===== src/pkg/ctt_defines.svh =====
`ifndef CTT_DEFINES_SVH
`define CTT_DEFINES_SVH

// breakpoint opcode window: base with low three bits free
`define CTT_BKPT_BASE 16'h4848
`define CTT_BKPT_MASK 16'hfff8

// opcode line codes in bits 15:12
`define CTT_LINE_POS 12
`define CTT_LINE_A 4'ha
`define CTT_LINE_F 4'hf

// exception vector numbers
`define CTT_VEC_ILLEGAL 8'h04
`define CTT_VEC_TRACE 8'h09
`define CTT_VEC_ALINE 8'h0a
`define CTT_VEC_FLINE 8'h0b
`define CTT_VEC_RESET 8'h00

// interpolation: 8-bit fraction, half an lsb for rounding
`define CTT_FRAC_POS 8
`define CTT_ROUND_HALF 27'h0000080

// reset values
`define CTT_LEVEL_RESET 3'h0
`define CTT_DATA_RESET 16'h0000

`endif


===== src/pkg/ctt_pkg.sv =====
package ctt_pkg;

    typedef enum logic [1:0] {
        trace_off,
        trace_all,
        trace_flow
    } ctt_trace_mode_t;

    typedef enum logic [1:0] {
        table_interp_signed_round,
        table_interp_signed_noround,
        table_interp_unsigned_round,
        table_interp_unsigned_noround
    } ctt_tbl_variant_t;

    typedef enum logic {
        pwr_run,
        pwr_standby
    } ctt_power_t;

endpackage


===== src/ctt_exception_unit.sv =====
`timescale 1ns/1ps
`default_nettype none
`include "ctt_defines.svh"

module ctt_exception_unit
    import ctt_pkg::*;
(
    // clock and reset
    input wire logic clk,
    input wire logic reset_n,
    // retiring instruction from the sequencer
    input wire logic instr_done,
    input wire logic [15:0] instr_opcode,
    input wire logic instr_legal,
    input wire logic instr_flow_change,
    // core control trace field
    input wire ctt_trace_mode_t trace_mode,
    // low power stop
    input wire logic low_power_stop_instr,
    input wire logic [2:0] stop_level,
    input wire logic [2:0] irq_level_pin,
    output logic core_standby,
    output logic wake_pulse,
    // table lookup and interpolate
    input wire logic table_interpolate_instr,
    input wire ctt_tbl_variant_t tbl_variant,
    input wire logic [15:0] tbl_y0,
    input wire logic [15:0] tbl_y1,
    input wire logic [7:0] tbl_frac,
    output logic [15:0] tbl_result,
    output logic tbl_done,
    // exception request to the sequencer
    output logic exc_req,
    output logic [7:0] exc_vector,
    output logic bkpt_ack
);

    logic [2:0] irq_meta_reg;
    logic [2:0] irq_sync_reg;
    ctt_power_t power_reg;
    ctt_power_t power_next;
    logic [2:0] stop_level_reg;
    logic wake_reg;
    logic exc_req_reg;
    logic exc_req_next;
    logic [7:0] exc_vector_reg;
    logic [7:0] exc_vector_next;
    logic bkpt_reg;
    logic bkpt_next;
    logic bkpt_hit;
    logic aline_hit;
    logic fline_hit;
    logic trace_hit;
    logic wake_ok;

    function automatic logic [3:0] opcode_line(input logic [15:0] op);
        opcode_line = op[`CTT_LINE_POS +: 4];
    endfunction

    // interrupt level comes from pins: two flops before use
    always_ff @(posedge clk or negedge reset_n)
    begin
        if (!reset_n)
        begin
            irq_meta_reg <= `CTT_LEVEL_RESET;
            irq_sync_reg <= `CTT_LEVEL_RESET;
        end
        else
        begin
            irq_meta_reg <= irq_level_pin;
            irq_sync_reg <= irq_meta_reg;
        end
    end

    assign wake_ok = irq_sync_reg >= stop_level_reg;

    always_comb
    begin
        power_next = power_reg;
        unique case (power_reg)
            pwr_run:
            begin
                if (low_power_stop_instr)
                begin
                    power_next = pwr_standby;
                end
            end
            pwr_standby:
            begin
                // wake on equal or higher level
                if (wake_ok)
                begin
                    power_next = pwr_run;
                end
            end
        endcase
    end

    // reset is the other way out of standby: it returns the state to run
    always_ff @(posedge clk or negedge reset_n)
    begin
        if (!reset_n)
        begin
            power_reg <= pwr_run;
        end
        else
        begin
            power_reg <= power_next;
        end
    end

    always_ff @(posedge clk or negedge reset_n)
    begin
        if (!reset_n)
        begin
            stop_level_reg <= `CTT_LEVEL_RESET;
        end
        else if (power_reg == pwr_run && low_power_stop_instr)
        begin
            stop_level_reg <= stop_level;
        end
    end

    always_ff @(posedge clk or negedge reset_n)
    begin
        if (!reset_n)
        begin
            wake_reg <= 1'b0;
        end
        else
        begin
            wake_reg <= (power_reg == pwr_standby) && (power_next == pwr_run);
        end
    end

    assign core_standby = (power_reg == pwr_standby);
    assign wake_pulse = wake_reg;

    // exception selection; breakpoint wins since it is also an illegal opcode
    always_comb
    begin
        bkpt_hit = (instr_opcode & `CTT_BKPT_MASK) == `CTT_BKPT_BASE;
        aline_hit = opcode_line(instr_opcode) == `CTT_LINE_A;
        fline_hit = opcode_line(instr_opcode) == `CTT_LINE_F;
        // three trace settings, spare code means off
        unique case (trace_mode)
            trace_all: trace_hit = 1'b1;
            trace_flow: trace_hit = instr_flow_change;
            default: trace_hit = 1'b0;
        endcase
        exc_req_next = 1'b0;
        exc_vector_next = exc_vector_reg;
        bkpt_next = 1'b0;
        if (instr_done)
        begin
            if (bkpt_hit)
            begin
                exc_req_next = 1'b1;
                exc_vector_next = `CTT_VEC_ILLEGAL;
                bkpt_next = 1'b1;
            end
            else if (aline_hit)
            begin
                exc_req_next = 1'b1;
                exc_vector_next = `CTT_VEC_ALINE;
            end
            else if (fline_hit)
            begin
                exc_req_next = 1'b1;
                exc_vector_next = `CTT_VEC_FLINE;
            end
            else if (!instr_legal)
            begin
                exc_req_next = 1'b1;
                exc_vector_next = `CTT_VEC_ILLEGAL;
            end
            else if (trace_hit)
            begin
                exc_req_next = 1'b1;
                exc_vector_next = `CTT_VEC_TRACE;
            end
        end
    end

    always_ff @(posedge clk or negedge reset_n)
    begin
        if (!reset_n)
        begin
            exc_req_reg <= 1'b0;
            bkpt_reg <= 1'b0;
        end
        else
        begin
            exc_req_reg <= exc_req_next;
            bkpt_reg <= bkpt_next;
        end
    end

    // vector holds after the pulse so the sequencer may read it late
    always_ff @(posedge clk or negedge reset_n)
    begin
        if (!reset_n)
        begin
            exc_vector_reg <= `CTT_VEC_RESET;
        end
        else
        begin
            exc_vector_reg <= exc_vector_next;
        end
    end

    assign exc_req = exc_req_reg;
    assign exc_vector = exc_vector_reg;
    assign bkpt_ack = bkpt_reg;

    ctt_table_interp u_interp (
        .clk(clk),
        .reset_n(reset_n),
        .start(table_interpolate_instr),
        .variant(tbl_variant),
        .y0(tbl_y0),
        .y1(tbl_y1),
        .frac(tbl_frac),
        .result(tbl_result),
        .done(tbl_done)
    );

    stop_enter_a: assert property (@(posedge clk) disable iff (!reset_n)
        !core_standby && low_power_stop_instr |=> core_standby)
        else $error("stop instruction did not enter standby");

    stop_hold_a: assert property (@(posedge clk) disable iff (!reset_n)
        core_standby && irq_sync_reg < stop_level_reg |=> core_standby && !wake_pulse)
        else $error("standby left without a qualifying interrupt");

    stop_wake_a: assert property (@(posedge clk) disable iff (!reset_n)
        core_standby && irq_sync_reg >= stop_level_reg |=> !core_standby && wake_pulse)
        else $error("qualifying interrupt did not wake the core");

    bkpt_trap_a: assert property (@(posedge clk) disable iff (!reset_n)
        instr_done && instr_opcode[15:3] == 13'h0909 |=>
        exc_req && bkpt_ack && exc_vector == 8'h04)
        else $error("breakpoint opcode not trapped");

    illegal_trap_a: assert property (@(posedge clk) disable iff (!reset_n)
        instr_done && !instr_legal && !bkpt_hit && !aline_hit && !fline_hit |=>
        exc_req && !bkpt_ack && exc_vector == 8'h04)
        else $error("illegal opcode not trapped");

    line_vector_a: assert property (@(posedge clk) disable iff (!reset_n)
        instr_done && instr_opcode[15:12] == 4'ha |=> exc_req && exc_vector == 8'h0a)
        else $error("A-line opcode used wrong vector");

    trace_every_a: assert property (@(posedge clk) disable iff (!reset_n)
        instr_done && instr_legal && !bkpt_hit && !aline_hit && !fline_hit &&
        trace_mode == trace_all |=> exc_req && exc_vector == 8'h09)
        else $error("trace missing after instruction");

    trace_flow_a: assert property (@(posedge clk) disable iff (!reset_n)
        instr_done && instr_legal && !bkpt_hit && !aline_hit && !fline_hit &&
        trace_mode == trace_flow && !instr_flow_change |=> !exc_req)
        else $error("flow trace fired on straight-line instruction");

    trace_off_a: assert property (@(posedge clk) disable iff (!reset_n)
        instr_done && instr_legal && !bkpt_hit && !aline_hit && !fline_hit &&
        trace_mode == trace_off |=> !exc_req)
        else $error("trace fired while tracing off");

    stop_cycle_c: cover property (@(posedge clk) disable iff (!reset_n)
        low_power_stop_instr ##1 core_standby [*3] ##[1:20] wake_pulse);
    flow_trace_c: cover property (@(posedge clk) disable iff (!reset_n)
        instr_done && trace_mode == trace_flow && instr_flow_change ##1 exc_req);
    bkpt_c: cover property (@(posedge clk) disable iff (!reset_n) bkpt_ack);
    fline_c: cover property (@(posedge clk) disable iff (!reset_n)
        exc_req && exc_vector == 8'h0b);

endmodule
`default_nettype wire


===== src/ctt_table_interp.sv =====
`timescale 1ns/1ps
`default_nettype none
`include "ctt_defines.svh"

module ctt_table_interp
    import ctt_pkg::*;
(
    // clock and reset
    input wire logic clk,
    input wire logic reset_n,
    // request
    input wire logic start,
    input wire ctt_tbl_variant_t variant,
    input wire logic [15:0] y0,
    input wire logic [15:0] y1,
    input wire logic [7:0] frac,
    // answer
    output logic [15:0] result,
    output logic done
);

    logic is_signed;
    logic do_round;
    logic signed [17:0] diff;
    logic signed [26:0] prod;
    logic signed [26:0] acc;
    logic [15:0] result_next;

    // sign or zero extension of a table entry
    function automatic logic [17:0] ext18(input logic [15:0] v, input logic sgn);
        ext18 = {{2{sgn & v[15]}}, v};
    endfunction

    always_comb
    begin
        is_signed = (variant == table_interp_signed_round) ||
            (variant == table_interp_signed_noround);
        do_round = (variant == table_interp_signed_round) ||
            (variant == table_interp_unsigned_round);
        diff = $signed(ext18(y1, is_signed)) - $signed(ext18(y0, is_signed));
        prod = diff * $signed({1'b0, frac});
        acc = $signed({{1{1'b0}}, ext18(y0, is_signed), 8'h00}) + prod;
        // round to nearest only when asked
        if (do_round)
        begin
            acc = acc + $signed(`CTT_ROUND_HALF);
        end
        result_next = acc[`CTT_FRAC_POS +: 16];
    end

    always_ff @(posedge clk or negedge reset_n)
    begin
        if (!reset_n)
        begin
            result <= `CTT_DATA_RESET;
        end
        else if (start)
        begin
            result <= result_next;
        end
    end

    always_ff @(posedge clk or negedge reset_n)
    begin
        if (!reset_n)
        begin
            done <= 1'b0;
        end
        else
        begin
            done <= start;
        end
    end

    interp_zero_frac_a: assert property (@(posedge clk) disable iff (!reset_n)
        start && frac == 8'h00 |=> done && result == $past(y0))
        else $error("zero fraction did not return the first sample");

endmodule
`default_nettype wire

===== config.mk =====
export PLATFORM = sky130hd
export DESIGN_NAME = ctt_exception_unit
export DESIGN_NICKNAME = d
export VERILOG_FILES = /design/src/pkg/ctt_pkg.sv /design/src/ctt_exception_unit.sv /design/src/ctt_table_interp.sv
export VERILOG_INCLUDE_DIRS = /design/src /design/src/pkg
export SDC_FILE = /design/constraint.sdc
export NUM_CORES = 1
export LEC_CHECK = 0
export ABC_AREA = 1
export BUFFER_PORTS_ARGS = -buffer_cell sky130_fd_sc_hd__clkbuf_2
export CORE_AREA = 8 8 127 129
export CTS_BUF_LIST = sky130_fd_sc_hd__clkbuf_4
export CTS_CLUSTER_SIZE = 10
export DETAILED_ROUTE_END_ITERATION = 16
export DIE_AREA = 0 0 135 137
export PLACE_DENSITY = 0.8
export SLEW_MARGIN = 20
export SYNTH_ARGS = -nofsm -noshare
export SYNTH_HDL_FRONTEND = slang
export SYNTH_SLANG_ARGS = --single-unit
export TNS_END_PERCENT = 20

===== constraint.sdc =====
create_clock -name clk -period 1.2 [get_ports clk]
set_clock_uncertainty 0.15 [all_clocks]
set_input_delay 0.24 -clock clk [delete_from_list [all_inputs] [get_ports clk]]
set_output_delay 0.24 -clock clk [all_outputs]
set_load 0.05 [all_outputs]

======== Word level (Yosys, flattened, before mapping) ========
Cells that the tools add are included.
cells by class
  $add $sub $neg .......................... 3
  multipliers ............................. 1
  magnitude comparators ................... 1
  equality and inequality tests ........... 8
  muxes and demuxes ....................... 18
  bitwise logic cells ..................... 4
  reduce and logical (&&, ||, !) cells .... 6
operator list
  kind                                                    number
  two-way mux 8 bit                                       5
  adder 24 bit                                            1
  adder 24 x 9 -> 24 bit (second input constant)          1
  multiplier 18 x 9 -> 24 bit                             1
  two-way mux 24 bit                                      1
  subtractor 17 x 17 -> 18 bit                            1
  equality test 13 x 12 -> 1 bit (second input constant)  1
  two-way mux 1 bit                                       10
  equality test 4 bit (second input constant)             2
  inequality test 5 x 1 -> 1 bit (second input constant)  1
  equality test 2 x 1 -> 1 bit (second input constant)    2
  equality test 2 bit (second input constant)             2
  case mux 1 bit (2 select lines)                         2
  >= comparator 3 bit                                     1
  AND 1 bit                                               2
  logical AND 1 bit                                       2
  logical NOT 2 bit                                       1
  logical OR 1 bit                                        2
  inverter 1 bit                                          2
  AND reduction 2 bit                                     1
storage, ports and cells
  register bits ........................... 38
  input bits .............................. 73
  output and inout port bits .............. 29
  logic and storage cells ................. 51

======== Logic depth before layout (Yosys ltp) ========
Gate-level depths: netlist (run 1).
  word-level depth ........................ 8
  mapped depth ............................ 42
  gate-level depth less buffers ........... 42

======== By module ========
Synthesis (run 1) repeated with hierarchy kept, for this count alone.
second synthesis, totals
  cells, all modules ...................... 1077
  area, all modules ....................... 8018.9 um2
modules (own cells, without submodules)
  module              times used  cells an instance  area an instance (um2)  sequential area each (um2)
  ctt_table_interp    1           977                7138.1                  425.4
  ctt_exception_unit  1           100                880.8                   425.4

======== Worst setup path before layout (run 1) ========
No wires, ideal clock.
  path kind ............................... input-to-reg
  from .................................... in tbl_y1[0]
  to ...................................... reg u_interp.result[14]
  setup time .............................. 0.118 ns
  data arrival time ....................... 6.173 ns
  required time ........................... 0.932 ns
  path slack .............................. -5.241 ns
  cell stages on the path ................. 36
  buffers on the path ..................... 0
  cell sequence ........................... inv_1 > ha_1 > fa_1 > inv_1 > nand3_1 > nand2_1 > nand2_1 > nand2_1 > a21oi_1 > o31a_1 > xor2_1 > inv_1 > nand2_1 > fa_1 > inv_1 > fa_1 > fa_1 > fa_1 > inv_1 > fa_1 > inv_1 > ha_1 > a21oi_1 > o21ai_0 > nor2_1 > nand2_1 > nand2_1 > nand2_2 > xor2_2 > nand2_1 > nor2_1 > nand3_2 > nor2_1 > nand2_1 > nand3_1 > nand2_1
between the ends
  word-level cells in the longest chain between the ends .. 5
RTL lines
  item                              RTL line                  text
  from (decl)                       ctt_exception_unit.sv:28  input wire logic [15:0] tbl_y1,
  subtractor 17 x 17 -> 18 bit (*)  ctt_table_interp.sv:40    diff = $signed(ext18(y1, is_signed)) - $signed(ext18(y0, is_signed));
  multiplier 18 x 9 -> 24 bit (*)   ctt_table_interp.sv:41    prod = diff * $signed({1'b0, frac});
  adder 24 bit (*)                  ctt_table_interp.sv:42    acc = $signed({{1{1'b0}}, ext18(y0, is_signed), 8'h00}) + prod;
  adder 24 x 9 -> 24 bit            ctt_table_interp.sv:46    acc = acc + $signed(`CTT_ROUND_HALF);
  two-way mux 24 bit (*)            ctt_table_interp.sv:44    if (do_round)
  to (signal assigned)              ctt_table_interp.sv:55    result <= `CTT_DATA_RESET;
  to (signal assigned)              ctt_table_interp.sv:59    result <= result_next;
  to (decl)                         ctt_table_interp.sv:18    output logic [15:0] result,
Every way passes the cells marked *; elsewhere a longest branch is shown, timed or not.
A chain may end at the register's enable or synchronous reset.

======== Worst setup path in the final report (run 1) ========
  from .................................... in tbl_y1[0]
  to ...................................... reg u_interp.result[11]
Same word-level chain as after synthesis.

==> results_dict.tcl, run 1 <==
set metrics [dict create \
    status "complete, but fails checks" \
    violations "negative setup slack" \
    synth.distinct_cells 45 \
    crit_type "input pin to register" \
    fmax_ghz 0.138 \
    placed_cell_area_um2 10000 \
    syn_area_per_cell_um2 7.36 \
    synth-async-reset-ratio_pct 100 \
    fillers 828 \
    holdCritStartpoint "instr_opcode[8]" \
    min_path_cells 4 \
    clkTransAtPathRegs_ns 0.12 \
    cp.required_ns 1.27 \
    cts_num_sinks 34 \
    ant_nets 0 \
    worst_slack_ns -6.04 \
    firstDrtPassIters 8 \
    grt_pass1_wl_mm 42.5 \
    area_growth_pct 43.9 \
    grt_pass1_vias 9024 \
    ioPinCount 102 \
    reg2reg_depth 6 \
    final_nets 1619 \
    post-route-period-util_pct 603 \
    die_x_um 135 \
    ys_ff_latch 34 \
    layout-drive-gt1-share_pct 35.9 \
    port_buffers 94 \
    min_path_type "input pin to register" \
    fin_area_um2 11200 \
    final-setup-viol-count 51 \
    grt_start_max_net_pins 35 \
    grt_setup_unrepaired "true" \
    clock_tree.root_cell "clkbuf_4" \
    wire_per_inst_um 20.8 \
    cp-end-kind "register" \
    r2r-end "wake_pulse$_DFF_PN0_" \
    ys_warn_count 0 \
    drv_slew 0 \
    synth_cells 1058 \
    die_area_um2 18500 \
    min_period_ns 7.24 \
    clock_path_buffers 2 \
    rows 44 \
    worst_path_largest_cell_delay_ns 0.54 \
    synth_edf_count 0 \
    design.core.area_um2 14200 \
    htree_levels 2 \
    synth_common_cells "268 x inv_1, 251 x nand2_1, 120 x fa_1" \
    seq_area_frac_synth_pct 10.9 \
    cts_tree "built" \
    cp_max_fo 4 \
    first_iter_violations 1269 \
    drcViolationCount 0 \
    syn-cell-area_um2 7790 \
    worst_slew_pin_slew_ns 0.577 \
    post-route-util_pct 78.9 \
    crit_slowest_cell "fa_1" \
    yosys.cell_count.top_type "inv_1" \
    routed_wl_mm 32.1 \
    die_h_um 137 \
    largest_register_ffs 16 \
    r2r_setup_slack_ns -0.34 \
    antenna_found_initial 3 \
    timing.final.hold_violations 0 \
    vias_per_cell 5.72 \
    start_util_pct 54.8 \
    yosysTopAreaCell "fa_1" \
    cp.arrival_ns 7.31 \
    ys.flop_type "dfrtp_1" \
    synth_top_cell_area_share_pct 30.8 \
    gp_congestion 0.969 \
    synth_area_leaders "fa_1 31%, inv_1 13%, nand2_1 12%" \
    r2r_start "stop_level_reg[2]$_DFFE_PN0P_" \
    maxCapViolCount 0 \
    cts_made_buffers 5 \
    hold_end "bkpt_ack$_DFF_PN0_" \
    grt.overflow.total 0 \
    crit_path_start_kind "input pin" \
    vias 8844 \
    grt.total_usage_pct 28.8 \
    insertion_delay_ns 0.37 \
    relSlewSlack_pct 61.4 \
    dp_hpwl_mm 18.4 \
]
[cell type report]
type / count / area (um^2) / share of cell area [%]
Clock buffer: 6 / 45.0 / 0.402
Sequential cell: 34 / 853 / 7.61
Antenna cell: 2 / 5.00 / 0.0446
Timing Repair Buffer: 310 / 2430 / 21.7
Tap cell: 184 / 230 / 2.05
Multi-Input combinational cell: 736 / 6600 / 58.9
Clock inverter: 2 / 8.76 / 0.0781
Inverter: 272 / 1040 / 9.24
[logic make-up after synthesis]
group                    after synthesis  share of synthesized area, %
flip-flops                            34                          10.9
adder cells (fa/ha/maj)              187                          41.6
XOR/XNOR                              30                          3.66
buffers and inverters                291                          14.3
multiplexers                           1                         0.145
AO/OA/AOI/OAI                         61                          4.61
AND/OR/NAND/NOR                      453                          24.7
other                                  1                        0.0482
[worst max-delay path: cells and delay by family]
family                   cells  cell delay [ns]
adder cells (fa/ha/maj)      8             3.33
AND/OR/NAND/NOR             16             2.30
buffers and inverters        9             0.89
XOR/XNOR                     1             0.30
AO/OA/AOI/OAI                1             0.21
[layout by cell type, fill, tap and decap left out, types with 8 or more instances in the layout]
cell      count
inv_1       237
nand2_1     219
buf_4       199
fa_1        114
nor2_1      102
clkbuf_2     68
ha_1         46
dfrtp_1      32
inv_2        31
nand2_2      30
nand3_1      30
buf_8        24
ha_4         21
a21oi_1      14
nand2_4      12
nand4_1      12
xor2_1       11
a21oi_2      10
nor2_4       10
nand3_2       9
nor2_2        8
buf_6         8
[stage by stage]
stage / hold slack (ns) / setup WS (ns) / instances / TNS [ns]
2_1_floorplan: -0.206 / -5.01 / 1061 / -79.13
3_3_place_gp: 0.0611 / -5.40 / 1507 / -88.02
3_5_place_dp: 0.0609 / -5.64 / 1507 / -90.78
4_1_cts: 0.00987 / -5.02 / 1535 / -81.12
5_1_grt: 0.0184 / -6.42 / 1544 / -101.38
6_report: 0.0133 / -6.04 / 1546 / -95.47
[what timing repair did]
item                                    4_1_cts  5_1_grt
endpoints found under the hold margin        40        0
gates resized for setup                     130      111
endpoints found under the setup margin       48       51
hold buffers                                  7        0
pin swaps                                    63       72
setup buffers                                13        9
[worst max path at each step]
stage                          from                              end  slack [ns]
after floorplan           tbl_y1[0]  u_interp.result[14]$_DFFE_PN0P_       -5.01
after global placement    tbl_y0[8]  u_interp.result[15]$_DFFE_PN0P_       -5.40
after detailed placement  tbl_y1[0]  u_interp.result[14]$_DFFE_PN0P_       -5.64
after CTS                 tbl_y1[0]  u_interp.result[14]$_DFFE_PN0P_       -5.02
after global routing      tbl_y1[0]  u_interp.result[14]$_DFFE_PN0P_       -6.42
final                     tbl_y1[0]  u_interp.result[11]$_DFFE_PN0P_       -6.04
[per-layer routing]
metal  routed length (um)  GRT usage, %
met5                   14             0
met4                 3150          19.0
met3                 3570          5.29
met2                15200          52.3
met1                10200          30.0
Power of run 1 is left out: the tool's default activity adds up to more than one toggle a clock period on the data nets, which glitch-free logic cannot reach.
==> run 2: changes to the inputs <==
--- a/config.mk
+++ b/config.mk
@@ -8,11 +8,11 @@
 export LEC_CHECK = 0
 export ABC_AREA = 1
 export BUFFER_PORTS_ARGS = -buffer_cell sky130_fd_sc_hd__clkbuf_2
-export CORE_AREA = 8 8 127 129
+export CORE_AREA = 8 8 134 123
 export CTS_BUF_LIST = sky130_fd_sc_hd__clkbuf_4
 export CTS_CLUSTER_SIZE = 10
 export DETAILED_ROUTE_END_ITERATION = 16
-export DIE_AREA = 0 0 135 137
+export DIE_AREA = 0 0 142 131
 export PLACE_DENSITY = 0.8
 export SLEW_MARGIN = 20
 export SYNTH_ARGS = -nofsm -noshare
==> results_dict.tcl, run 2 (synthesis results as in run 1) <==
set metrics [dict create \
    status "complete, but fails checks" \
    violations "negative setup slack" \
    cp.arrival_ns 7.24 \
    firstDrtPassIters 7 \
    cts_made_buffers 5 \
    reg2reg_depth 5 \
    post-route-util_pct 79.9 \
    ant_nets 0 \
    cts_tree "built" \
    grt_start_max_net_pins 26 \
    largest_register_ffs 16 \
    ioPinCount 102 \
    wire_per_inst_um 21.7 \
    insertion_delay_ns 0.37 \
    timing.final.hold_violations 0 \
    layout_commonest_cell "inv_1" \
    fin_area_um2 11500 \
    layout-drive-gt1-share_pct 39.6 \
    port_buffers 94 \
    post-route-period-util_pct 594 \
    worst_path_largest_cell_delay_ns 0.51 \
    start_util_pct 54.3 \
    placed_cell_area_um2 10100 \
    clock_tree.root_cell "clkbuf_4" \
    drcViolationCount 0 \
    crit_slowest_cell "fa_1" \
    cp-end-kind "register" \
    area_growth_pct 47.1 \
    crit_type "input pin to register" \
    antenna_found_initial 0 \
    holdCritStartpoint "instr_opcode[8]" \
    die_area_um2 18600 \
    routed_wl_mm 34.0 \
    grt_pass1_vias 9279 \
    die_x_um 142 \
    worst_slew_pin_slew_ns 0.521 \
    cp.required_ns 1.31 \
    fillers 799 \
    r2r_start "irq_sync_reg[2]$_DFF_PN0_" \
    final_nets 1633 \
    drv_slew 0 \
    maxCapViolCount 0 \
    gp_congestion 0.974 \
    grt.total_usage_pct 29.9 \
    grt_pass1_wl_mm 43.9 \
    diodes 0 \
    hold_end "bkpt_ack$_DFF_PN0_" \
    cp_num_buf_inv 11 \
    r2r-end "wake_pulse$_DFF_PN0_" \
    final_cell_mix "227 x inv_1, 209 x buf_4, 196 x nand2_1" \
    relSlewSlack_pct 65.2 \
    die_h_um 131 \
    fmax_ghz 0.140 \
    vias_per_cell 5.91 \
    clkTransAtPathRegs_ns 0.15 \
    grt_setup_unrepaired "true" \
    cp_top_family "adder cells" \
    vias 9290 \
    min_path_type "input pin to register" \
    min_period_ns 7.13 \
    htree_levels 2 \
    first_iter_violations 1195 \
    dp_hpwl_mm 18.1 \
    final-setup-viol-count 48 \
    design.core.area_um2 14300 \
    clock_path_buffers 2 \
    cp_max_fo 5 \
    r2r_setup_slack_ns -0.29 \
    worst_slack_ns -5.93 \
    cts_num_sinks 34 \
    crit_path_start_kind "input pin" \
    hold_slack_ns 0.00278 \
    min_path_cells 4 \
    rows 42 \
    grt.overflow.total 0 \
    fin_setup_tns_ns -94.75 \
]
[run 2: cell types whose count changed in the layout (fill, tap and decap cells not counted), moves of 3 or more]
cell,previous run,this run
nor2_2,8,16
inv_1,237,227
nand3_1,30,26
nand3_2,9,13
buf_6,8,11
nor2_4,10,7
inv_2,31,41
nor2_1,102,97
nand2_2,30,53
buf_4,199,209
nand2_1,219,196
[run 2: area by class of cell]
cell class	count	area, um^2	area share, %
Sequential cell	34	853	7.45
Tap cell	198	248	2.16
Clock buffer	5	37.5	0.328
Timing Repair Buffer	324	2570	22.5
Clock inverter	2	33.8	0.295
Inverter	272	1040	9.04
Multi-Input combinational cell	736	6680	58.3
[run 2: worst register-to-register path: stages, from the launching register on]
cell       delay [ns]
dfrtp_1          0.45
ha_4             0.27
a21oi_2          0.20
o2111ai_2        0.15
nand2_1          0.10
inv_1            0.05
[run 2: through the flow]
step,setup slack (ns),std cells
after floorplan,-5.01,1061
after global placement,-5.43,1522
after detailed placement,-5.63,1522
after CTS,-4.94,1557
after global routing,-6.10,1571
final,-5.93,1571
[run 2: timing repair]
item / CTS / global route
endpoints found under the setup margin: 48 / 51
buffers inserted: 22 / 16
gates resized for setup: 177 / 103
hold endpoints to repair: 39 / 0
hold buffers: 6 / 0
pin swaps: 112 / 48
[run 2: worst max path at each step]
stage,start,to,slack (ns),cells past startpoint
detailed placement,tbl_y1[0],u_interp.result[14]$_DFFE_PN0P_,-5.63,38
global route,tbl_y0[6],u_interp.result[12]$_DFFE_PN0P_,-6.10,37
global placement,tbl_y1[0],u_interp.result[13]$_DFFE_PN0P_,-5.43,37
CTS,tbl_y1[0],u_interp.result[14]$_DFFE_PN0P_,-4.94,37
floorplan,tbl_y1[0],u_interp.result[14]$_DFFE_PN0P_,-5.01,36
finish,tbl_y0[6],u_interp.result[12]$_DFFE_PN0P_,-5.93,37
[run 2: metal layers]
layer	part of all wire, %	track usage [%]	wire length, um
met2	46	54.0	15800
met5	0	0	0
met3	11	5.48	3910
met4	10	19.6	3500
met1	32	31.8	10800
Power of run 2 is left out for the same reason.
